===== src/common/pfw_pkg.sv =====
// Package holding register map, field positions, reset values and state type.
package pfw_pkg;

  localparam logic [31:0] ADDR_IER      = 32'h400e0460;
  localparam logic [31:0] ADDR_IDR      = 32'h400e0464;
  localparam logic [31:0] ADDR_STATUS   = 32'h400e0468;
  localparam logic [31:0] ADDR_IMR      = 32'h400e046c;
  localparam logic [31:0] ADDR_FSMR     = 32'h400e0470;
  localparam logic [31:0] ADDR_FSPR     = 32'h400e0474;
  localparam logic [31:0] ADDR_FOCR     = 32'h400e0478;
  localparam logic [31:0] ADDR_WPMR     = 32'h400e04e4;
  localparam logic [31:0] ADDR_IRQ_STAT = 32'h400e04f0;

  localparam int B_XTAL      = 0;
  localparam int B_PLL       = 1;
  localparam int B_MCK       = 3;
  localparam int B_SLOW_SEL  = 7;
  localparam int B_PCK0      = 8;
  localparam int B_OSCSEL    = 16;
  localparam int B_RC        = 17;
  localparam int B_CF_EVENT  = 18;
  localparam int B_CF_LIVE   = 19;
  localparam int B_FAULT     = 20;
  localparam int B_XERR      = 21;

  localparam int B_TMR_WAKE  = 16;
  localparam int B_CAL_WAKE  = 17;
  localparam int B_LOW_POWER  = 20;
  localparam int B_FLASH_MODE = 21;
  localparam int B_FAULT_CLR  = 0;
  localparam int B_WRITE_LOCK = 0;
  localparam int NUM_WAKE    = 16;

  localparam logic [31:0] IMR_VALID  = 32'h0027_070b;
  localparam logic [31:0] FSMR_VALID = 32'h0073_ffff;
  localparam logic [31:0] FSPR_VALID = 32'h0000_ffff;
  localparam logic [23:0] WP_KEY     = 24'h504d43;

  localparam logic [1:0] FLASH_STANDBY   = 2'h0;
  localparam logic [1:0] FLASH_DEEP_DOWN = 2'h1;
  localparam logic [1:0] FLASH_IDLE      = 2'h2;

  localparam logic [31:0] RST_FSMR = 32'h0000_0000;
  localparam logic [31:0] RST_FSPR = 32'h0000_0000;
  localparam logic [31:0] RST_IMR  = 32'h0000_0000;

  typedef struct packed {
    logic        wr_pend;
    logic [31:0] wr_addr;
    logic [31:0] fsmr;
    logic [31:0] fspr;
    logic [31:0] imr;
    logic        write_lock;
    logic        cf_event;
    logic        cf_prev;
    logic        fault_out;
    logic        xerr;
    logic [31:0] irq_stat;
    logic [31:0] prev_status;
    logic [31:0] hrdata;
    logic        fast_restart;
    logic        sleep_req;
    logic        wait_req;
    logic [1:0]  flash_mode;
    logic        irq;
  } pfw_state_type;

endpackage


===== src/rtl/pfw_ctrl.sv =====
// Power controller fault flags, interrupt mask, fast start-up and low-power control.
//
// Design decision made here: the AHB-Lite register port.
`timescale 1ns/100ps

// Function
// A detected main RC clock failure sets a sticky event flag that a status read clears.
// A live status bit mirrors the current main RC clock failure detection.
// A status bit shows whether the failure detector fault output is active.
// The slow crystal error is 0 when in tolerance or unmonitored, else 1 and held.
// The mask view shows crystal, lock, master clock and programmable clock enables.
// The mask view also shows oscillator select, RC stable, failure event, crystal error.
// Writes to the start-up mode and polarity registers are ignored while locked.
// Each of sixteen wake inputs may request a fast restart only when enabled.
// An enabled wake input requests a restart only at the level of its polarity bit.
// The timer alarm requests a fast restart only when its enable is set.
// The calendar alarm requests a fast restart only when its enable is set.
// The low-power bit chooses sleep on any wait instruction or wait mode on wait-for-event.
// The flash field selects standby, deep power-down or idle on wait mode entry.
// The write-only fault clear register has one command bit at bit 0.
// Writing the clear command deactivates the fault output and its status bit.
// The interrupt line is high while any flagged source is enabled in the mask.
module pfw_ctrl (
  input  wire logic        hclk,
  input  wire logic        hresetn,
  input  wire logic        hsel,
  input  wire logic [31:0] haddr,
  input  wire logic [1:0]  htrans,
  input  wire logic        hwrite,
  input  wire logic [2:0]  hsize,
  input  wire logic [31:0] hwdata,
  input  wire logic        hready,
  output logic      [31:0] hrdata,
  output logic             hreadyout,
  output logic             hresp,
  input  wire logic        main_xtal_stable,
  input  wire logic        pll_locked,
  input  wire logic        master_clk_ready,
  input  wire logic [2:0]  prog_clk_ready,
  input  wire logic        osc_select_done,
  input  wire logic        main_rc_stable,
  input  wire logic        slow_clk_ext_sel,
  input  wire logic        clk_fail_live,
  input  wire logic        slow_xtal_mon_en,
  input  wire logic        slow_xtal_bad,
  input  wire logic [15:0] wake_in,
  input  wire logic        timer_alarm,
  input  wire logic        calendar_alarm,
  input  wire logic        wait_interrupt_instr,
  input  wire logic        wait_event_instr,
  output logic             fault_out,
  output logic             fast_restart,
  output logic             sleep_req,
  output logic             wait_req,
  output logic      [1:0]  flash_wait_state_mode,
  output logic             irq
);

  pfw_pkg::pfw_state_type st_r;
  pfw_pkg::pfw_state_type st_nxt;

  // Bus phase signals.
  logic        accept;
  logic        rd_take;
  logic        wr_now;
  logic [31:0] rd_word;

  // Register decode of the address phase and of the data phase.
  logic        rd_status;
  logic        rd_mask;
  logic        rd_mode;
  logic        rd_pol;
  logic        rd_lock;
  logic        rd_irqs;
  logic        wr_ien;
  logic        wr_idis;
  logic        wr_mode;
  logic        wr_pol;
  logic        wr_fclr;
  logic        wr_lock;
  logic        wr_irqs;

  // Event, flag and request signals.
  logic [31:0] status;
  logic [31:0] wake_hit;
  logic [31:0] rise;
  logic [31:0] w1c;
  logic [31:0] flag_nxt;
  logic [31:0] mask_bits;
  logic        key_ok;
  logic        cfg_open;
  logic        clr_cmd;
  logic        cf_rise;
  logic        wake_any;
  logic        tmr_hit;
  logic        cal_hit;
  logic        restart_nxt;
  logic        low_pwr;
  logic        sleep_nxt;
  logic        wait_nxt;
  logic        irq_any;
  logic        xerr_nxt;
  logic [1:0]  flash_nxt;

  // Compares a bus address with a register address.
  function automatic logic hit(input logic [31:0] a, input logic [31:0] off);
    hit = (a == off);
  endfunction

  // Keeps only the implemented bits of a written word.
  function automatic logic [31:0] keep(input logic [31:0] d, input logic [31:0] valid);
    keep = d & valid;
  endfunction

  // Zero wait states and an always OKAY response.
  assign hreadyout = 1'b1;
  assign hresp     = 1'b0;
  assign accept    = hsel & htrans[1] & hready;
  assign rd_take   = accept & ~hwrite;
  assign wr_now    = st_r.wr_pend;

  // Reads are decoded at the address phase.
  assign rd_status = rd_take & hit(haddr, pfw_pkg::ADDR_STATUS);
  assign rd_mask   = rd_take & hit(haddr, pfw_pkg::ADDR_IMR);
  assign rd_mode   = rd_take & hit(haddr, pfw_pkg::ADDR_FSMR);
  assign rd_pol    = rd_take & hit(haddr, pfw_pkg::ADDR_FSPR);
  assign rd_lock   = rd_take & hit(haddr, pfw_pkg::ADDR_WPMR);
  assign rd_irqs   = rd_take & hit(haddr, pfw_pkg::ADDR_IRQ_STAT);

  // Writes are decoded at the data phase against the held address.
  assign wr_ien  = wr_now & hit(st_r.wr_addr, pfw_pkg::ADDR_IER);
  assign wr_idis = wr_now & hit(st_r.wr_addr, pfw_pkg::ADDR_IDR);
  assign wr_mode = wr_now & hit(st_r.wr_addr, pfw_pkg::ADDR_FSMR);
  assign wr_pol  = wr_now & hit(st_r.wr_addr, pfw_pkg::ADDR_FSPR);
  assign wr_fclr = wr_now & hit(st_r.wr_addr, pfw_pkg::ADDR_FOCR);
  assign wr_lock = wr_now & hit(st_r.wr_addr, pfw_pkg::ADDR_WPMR);
  assign wr_irqs = wr_now & hit(st_r.wr_addr, pfw_pkg::ADDR_IRQ_STAT);

  // Write qualifiers.
  assign key_ok    = (hwdata[31:8] == pfw_pkg::WP_KEY);
  assign cfg_open  = ~st_r.write_lock;
  assign mask_bits = keep(hwdata, pfw_pkg::IMR_VALID);
  assign clr_cmd   = wr_fclr & hwdata[pfw_pkg::B_FAULT_CLR];
  assign cf_rise   = clk_fail_live & ~st_r.cf_prev;

  // Live status word seen by software.
  always_comb begin
    status                         = 32'h0000_0000;
    status[pfw_pkg::B_XTAL]        = main_xtal_stable;
    status[pfw_pkg::B_PLL]         = pll_locked;
    status[pfw_pkg::B_MCK]         = master_clk_ready;
    status[pfw_pkg::B_SLOW_SEL]    = slow_clk_ext_sel;
    status[pfw_pkg::B_PCK0 +: 3]   = prog_clk_ready;
    status[pfw_pkg::B_OSCSEL]      = osc_select_done;
    status[pfw_pkg::B_RC]          = main_rc_stable;
    status[pfw_pkg::B_CF_EVENT]    = st_r.cf_event;
    status[pfw_pkg::B_CF_LIVE]     = clk_fail_live;
    status[pfw_pkg::B_FAULT]       = st_r.fault_out;
    status[pfw_pkg::B_XERR]        = st_r.xerr;
  end

  // Wake inputs match their polarity level.
  genvar gi;
  generate
    for (gi = 0; gi < 32; gi++) begin : g_wake
      if (gi < pfw_pkg::NUM_WAKE) begin : g_in
        assign wake_hit[gi] = st_r.fsmr[gi] & ~(wake_in[gi] ^ st_r.fspr[gi]);
      end else begin : g_zero
        assign wake_hit[gi] = 1'b0;
      end
    end
  endgenerate

  // Fast restart sources.
  assign wake_any    = |wake_hit;
  assign tmr_hit     = st_r.fsmr[pfw_pkg::B_TMR_WAKE] & timer_alarm;
  assign cal_hit     = st_r.fsmr[pfw_pkg::B_CAL_WAKE] & calendar_alarm;
  assign restart_nxt = wake_any | tmr_hit | cal_hit;

  // Slow crystal error holds while monitoring stays enabled.
  assign xerr_nxt = slow_xtal_mon_en & (st_r.xerr | slow_xtal_bad);

  // Flash setting used on wait mode entry.
  assign flash_nxt = st_r.fsmr[pfw_pkg::B_FLASH_MODE +: 2];

  // Sticky interrupt flags, write one to clear, a new event wins.
  assign rise = status & ~st_r.prev_status & pfw_pkg::IMR_VALID;
  assign w1c  = wr_irqs ? hwdata : 32'h0000_0000;
  genvar gj;
  generate
    for (gj = 0; gj < 32; gj++) begin : g_flag
      if (pfw_pkg::IMR_VALID[gj]) begin : g_used
        assign flag_nxt[gj] = (st_r.irq_stat[gj] & ~w1c[gj]) | rise[gj];
      end else begin : g_rsvd
        assign flag_nxt[gj] = 1'b0;
      end
    end
  endgenerate
  assign irq_any = |(st_r.irq_stat & st_r.imr);

  // Low-power entry on wait instructions.
  assign low_pwr = st_r.fsmr[pfw_pkg::B_LOW_POWER];
  always_comb begin
    sleep_nxt = 1'b0;
    wait_nxt  = 1'b0;
    if (!low_pwr) begin
      sleep_nxt = wait_interrupt_instr | wait_event_instr;
    end else begin
      wait_nxt  = wait_event_instr;
      sleep_nxt = wait_interrupt_instr & ~wait_event_instr;
    end
  end

  // Read data selected at the address phase.
  always_comb begin
    rd_word = 32'h0000_0000;
    if (rd_status) begin
      rd_word = status;
    end
    if (rd_mask) begin
      rd_word = st_r.imr;
    end
    if (rd_mode) begin
      rd_word = st_r.fsmr;
    end
    if (rd_pol) begin
      rd_word = st_r.fspr;
    end
    if (rd_lock) begin
      rd_word = {31'h0000_0000, st_r.write_lock};
    end
    if (rd_irqs) begin
      rd_word = st_r.irq_stat;
    end
  end

  always_comb begin
    st_nxt = st_r;

    // Bus phase tracking.
    st_nxt.wr_pend = accept & hwrite;
    if (accept) begin
      st_nxt.wr_addr = haddr;
    end

    // Read data is latched at the address phase and shown in the data phase.
    if (rd_take) begin
      st_nxt.hrdata = rd_word;
    end

    // Interrupt mask set and clear.
    if (wr_ien) begin
      st_nxt.imr = st_r.imr | mask_bits;
    end
    if (wr_idis) begin
      st_nxt.imr = st_r.imr & ~mask_bits;
    end

    // Protected start-up configuration.
    if (wr_mode && cfg_open) begin
      st_nxt.fsmr = keep(hwdata, pfw_pkg::FSMR_VALID);
    end
    if (wr_pol && cfg_open) begin
      st_nxt.fspr = keep(hwdata, pfw_pkg::FSPR_VALID);
    end

    // Write protection key and enable.
    if (wr_lock && key_ok) begin
      st_nxt.write_lock = hwdata[pfw_pkg::B_WRITE_LOCK];
    end

    // Clock failure event: a status read clears it, a new failure wins.
    st_nxt.cf_prev = clk_fail_live;
    if (rd_status) begin
      st_nxt.cf_event = 1'b0;
    end
    if (cf_rise) begin
      st_nxt.cf_event = 1'b1;
    end

    // Fault output: cleared by command, a new failure wins.
    if (clr_cmd) begin
      st_nxt.fault_out = 1'b0;
    end
    if (cf_rise) begin
      st_nxt.fault_out = 1'b1;
    end

    // Slow crystal error.
    st_nxt.xerr = xerr_nxt;

    // Interrupt flags and line.
    st_nxt.prev_status = status;
    st_nxt.irq_stat    = flag_nxt;
    st_nxt.irq         = irq_any;

    // Requests toward the power sequencer.
    st_nxt.fast_restart = restart_nxt;
    st_nxt.sleep_req    = sleep_nxt;
    st_nxt.wait_req     = wait_nxt;
    st_nxt.flash_mode   = flash_nxt;
  end

  always_ff @(posedge hclk or negedge hresetn) begin
    if (!hresetn) begin
      // Bus tracking.
      st_r.wr_pend      <= 1'b0;
      st_r.wr_addr      <= 32'h0000_0000;
      st_r.hrdata       <= 32'h0000_0000;

      // Configuration and protection.
      st_r.fsmr         <= pfw_pkg::RST_FSMR;
      st_r.fspr         <= pfw_pkg::RST_FSPR;
      st_r.imr          <= pfw_pkg::RST_IMR;
      st_r.write_lock   <= 1'b0;

      // Flags and requests.
      st_r.cf_event     <= 1'b0;
      st_r.cf_prev      <= 1'b0;
      st_r.fault_out    <= 1'b0;
      st_r.xerr         <= 1'b0;
      st_r.irq_stat     <= 32'h0000_0000;
      st_r.prev_status  <= 32'h0000_0000;
      st_r.fast_restart <= 1'b0;
      st_r.sleep_req    <= 1'b0;
      st_r.wait_req     <= 1'b0;
      st_r.flash_mode   <= 2'h0;
      st_r.irq          <= 1'b0;
    end else begin
      st_r <= st_nxt;
    end
  end

  // Bus outputs.
  assign hrdata                = st_r.hrdata;

  // Power sequencer requests and interrupt.
  assign fault_out             = st_r.fault_out;
  assign fast_restart          = st_r.fast_restart;
  assign sleep_req             = st_r.sleep_req;
  assign wait_req              = st_r.wait_req;
  assign flash_wait_state_mode = st_r.flash_mode;
  assign irq                   = st_r.irq;

endmodule


===== config.mk =====
export PLATFORM = sky130hd
export DESIGN_NAME = pfw_ctrl
export DESIGN_NICKNAME = d
export VERILOG_FILES = /design/src/common/pfw_pkg.sv /design/src/rtl/pfw_ctrl.sv
export SDC_FILE = /design/constraint.sdc
export NUM_CORES = 1
export LEC_CHECK = 0
export ABC_AREA = 1
export BUFFER_PORTS_ARGS = -buffer_cell sky130_fd_sc_hd__buf_4
export CORE_MARGIN = 2
export CORE_UTILIZATION = 55
export DETAILED_ROUTE_END_ITERATION = 10
export PLACE_DENSITY_LB_ADDON = 0.1
export SYNTH_ARGS = -nofsm -noshare
export SYNTH_HDL_FRONTEND = slang
export SYNTH_SLANG_ARGS = --single-unit

===== constraint.sdc =====
create_clock -name hclk -period 1.9 [get_ports hclk]
set_input_delay 0.095 -clock hclk [delete_from_list [all_inputs] [get_ports hclk]]
set_output_delay 0.095 -clock hclk [all_outputs]
set_load 0.02 [all_outputs]

==> results.ini <==
[setup_path]
startpoint_type = flop
crit_chain = nor4_2, nand3_2, nor2_8, buf_6, nand3b_4, buf_16, nand2_1, o21ai_2
ff2ff_setup_slack_ns = 0.06
crit_required_ns = 2.20
max_stage_delay_ns = 0.40
crit_type = reg2reg
crit_path_max_fanout = 21
crit_path_end_kind = flop
worst_path_max_delay_cell = dfrtp_1
arrival_ns = 2.14

[timing]
slew_headroom = 0.656
fin_crit_ns = 1.84
final-setup-viol-count = 0
fin_crit_sh = 0.967
hold_viol_final = 0
grt_setup_unrepaired = yes
fin_worst_skew_ns = 0.00547
setup-tns-final_ns = 0
timing.final.max_slew_violations = 0
setup_ws_ns = 0.0628
max_freq_ghz = 0.544
whs_ns = 0.0120
worst_slew_pin_slew_ns = 0.516

[cts]
htree_num_levels = 4
clockBufferDepth = 2
cts_inserted_buffers = 17
clkTransAtPathRegs_ns = 0.06
root_buffer = clkbuf_16
cts.sinks = 134
cts_tree = done
clk_latency_ns = 0.41

[placed_design]
numPortBuffers = 131
dp_slack_ns = 0.0788
gp_congestion = 0.884
dp_hpwl_mm = 12.6

[power]
switching_share = 0.226
vdd_drop_max_v = 0.000590
clkPwrFrac = 0.486
power_density_nw_per_um2 = 817
leakage_uw = 0.00488
power.internal_uw = 5910
seqPwrFrac = 0.405
combPwrFrac = 0.109
p_switching_uw = 1720

[yosys]
postSynthAreaPerCell_um2 = 8.14
ys_top_cells_by_area = dfrtp_1 (48%), nand2_1 (11%), inv_1 (6.5%)
synth_top_area_frac = 0.484
synth-seq-cells = 134
seq_area_frac_synth = 0.484
yosysWarnings = 0
ys.flop_type = dfrtp_1
synth_cell_types = 41
synthesis.area_um2 = 6920
yosysMostFrequentCell = nand2_1
synth.largest_area_cell = dfrtp_1
synth_cells = 850
synthArstFlopShare = 1.00
synth_edf_count = 0
synth.top_cells.by_count = nand2_1 (212), dfrtp_1 (134), inv_1 (120), nor2_1 (68), nand3_1 (49)

[drt]
wl_mm = 18.9
routedWlPerCell_um = 15.5
via_per_inst = 5.19
drt_iter0_drc = 486
route.detailed.drc = 0
detail-route-antenna-nets = 0
num_vias = 6317
first_pass_iters = 5

[floorplanning]
design.die.area_um2 = 13500
ios = 147
die_width_um = 116
initial_core_util = 0.569
fp.dieH_um = 116
core_um2 = 12200
rows = 40

[grt]
grt_start_max_net_pins = 50
grt_pass1_wl_mm = 30.4
grt_pass1_vias = 6437
track_usage = 0.293
antenna_found_initial = 0
grt-ovfl-total = 0

[final_layout]
final-seq-area_um2 = 3350
area_growth_pct = 34.9
diodes = 0
nFillCells = 894
nets = 1143
multi_input_area_um2 = 2750
drive_above_1_share = 0.239

[min_path]
hold_class = in2reg

[status]
status = completed

[job]
cap_violations = 0

==> routing by layer <==
metal | share of wire | vias to the layer above | track usage
met1 | 0.43 | 3022 | 0.374
met3 | 0.050 | 33 | 0.0498
li1 | - | 3045 | -
met4 | 0.021 | 0 | 0.105
met5 | 0 | - | 0
met2 | 0.50 | 217 | 0.506
==> registers in the layout, summed over array words and instances (netlist names), named ones only <==
signal,count
flash_nxt,2
fast_restart,1
fault_out,1
sleep_req,1
st_nxt,2
wr_now,1
flash_wait_state_mode,2
st_r,88
irq,1
hrdata,23
wait_req,1
low_pwr,1
==> cell families after synthesis <==
| logic type | Yosys count | synth area share |
|---|---|---|
| other | 2 | 0.00109 |
| flip-flops | 134 | 0.484 |
| buffers and inverters | 184 | 0.128 |
| AND/OR/NAND/NOR | 401 | 0.266 |
| AO/OA/AOI/OAI | 122 | 0.111 |
| XOR/XNOR | 7 | 0.00886 |
==> worst paths after layout <==
check                             start                        to  cells past startpoint
max                           st_r[224]                 st_r[171]                      8
min                          wake_in[9]              fast_restart                      4
max reg2reg                   st_r[224]                 st_r[171]                      8
min reg2reg                flash_nxt[1]  flash_wait_state_mode[1]                      0
max in group asynchronous       hresetn                 hrdata[6]                      3
min in group asynchronous       hresetn                  st_r[88]                      2
==> layout by cell type (no fill, tap or decap), drive strengths merged, types with 11 or more instances in the layout <==
master / Yosys / routed
nor2: 72 / 72
conb: 2 / 11
nand4: 25 / 25
inv: 123 / 123
clkbuf: 11 / 22
o21ai: 83 / 83
nand3: 51 / 51
buf: 50 / 156
dlygate4sd3: 0 / 63
a21oi: 15 / 15
dfrtp: 134 / 134
nand2: 232 / 232
==> cell type report <==
| type | count | share of cell area |
|---|---|---|
| timing repair buffer | 220 | 0.204 |
| inverter | 123 | 0.0495 |
| multi-input combinational | 541 | 0.294 |
| sequential | 134 | 0.359 |
| tap | 168 | 0.0225 |
| clock inverter | 10 | 0.0214 |
| clock buffer | 21 | 0.0493 |
==> repair_timing <==
action,CTS,global route
gates resized for setup,0,9
hold buffers,63,0
setup endpoints to repair,0,41
hold endpoints to repair,145,0
buffers inserted,0,2
==> critical path: cells and delay by family (launching register included) <==
family | cells | cell delay (ns)
AND/OR/NAND/NOR | 5 | 0.93
buffers and inverters | 2 | 0.34
flip-flops | 1 | 0.40
AO/OA/AOI/OAI | 1 | 0.06
==> power groups by stage <==
stage | registers [uW] | clock network, uW | logic (uW)
4_1_cts | 3090 | 3720 | 825
3_5_place_dp | 3130 | 0 | 716
3_3_place_gp | 3120 | 0 | 696
6_report | 3090 | 3710 | 830
2_1_floorplan | 3110 | 0 | 366
5_1_grt | 3100 | 3860 | 920
==> per-stage QoR <==
step	util	total power, uW	cell area (um2)	std cells
2_1_floorplan	-	3480	6960	859
3_5_place_dp	0.655	3850	7960	1120
5_1_grt	0.767	7880	9330	1217
4_1_cts	0.761	7630	9260	1214
6_report	0.767	7630	9330	1217
3_3_place_gp	0.655	3820	7960	1120
(Power assumes the default switching activity.)
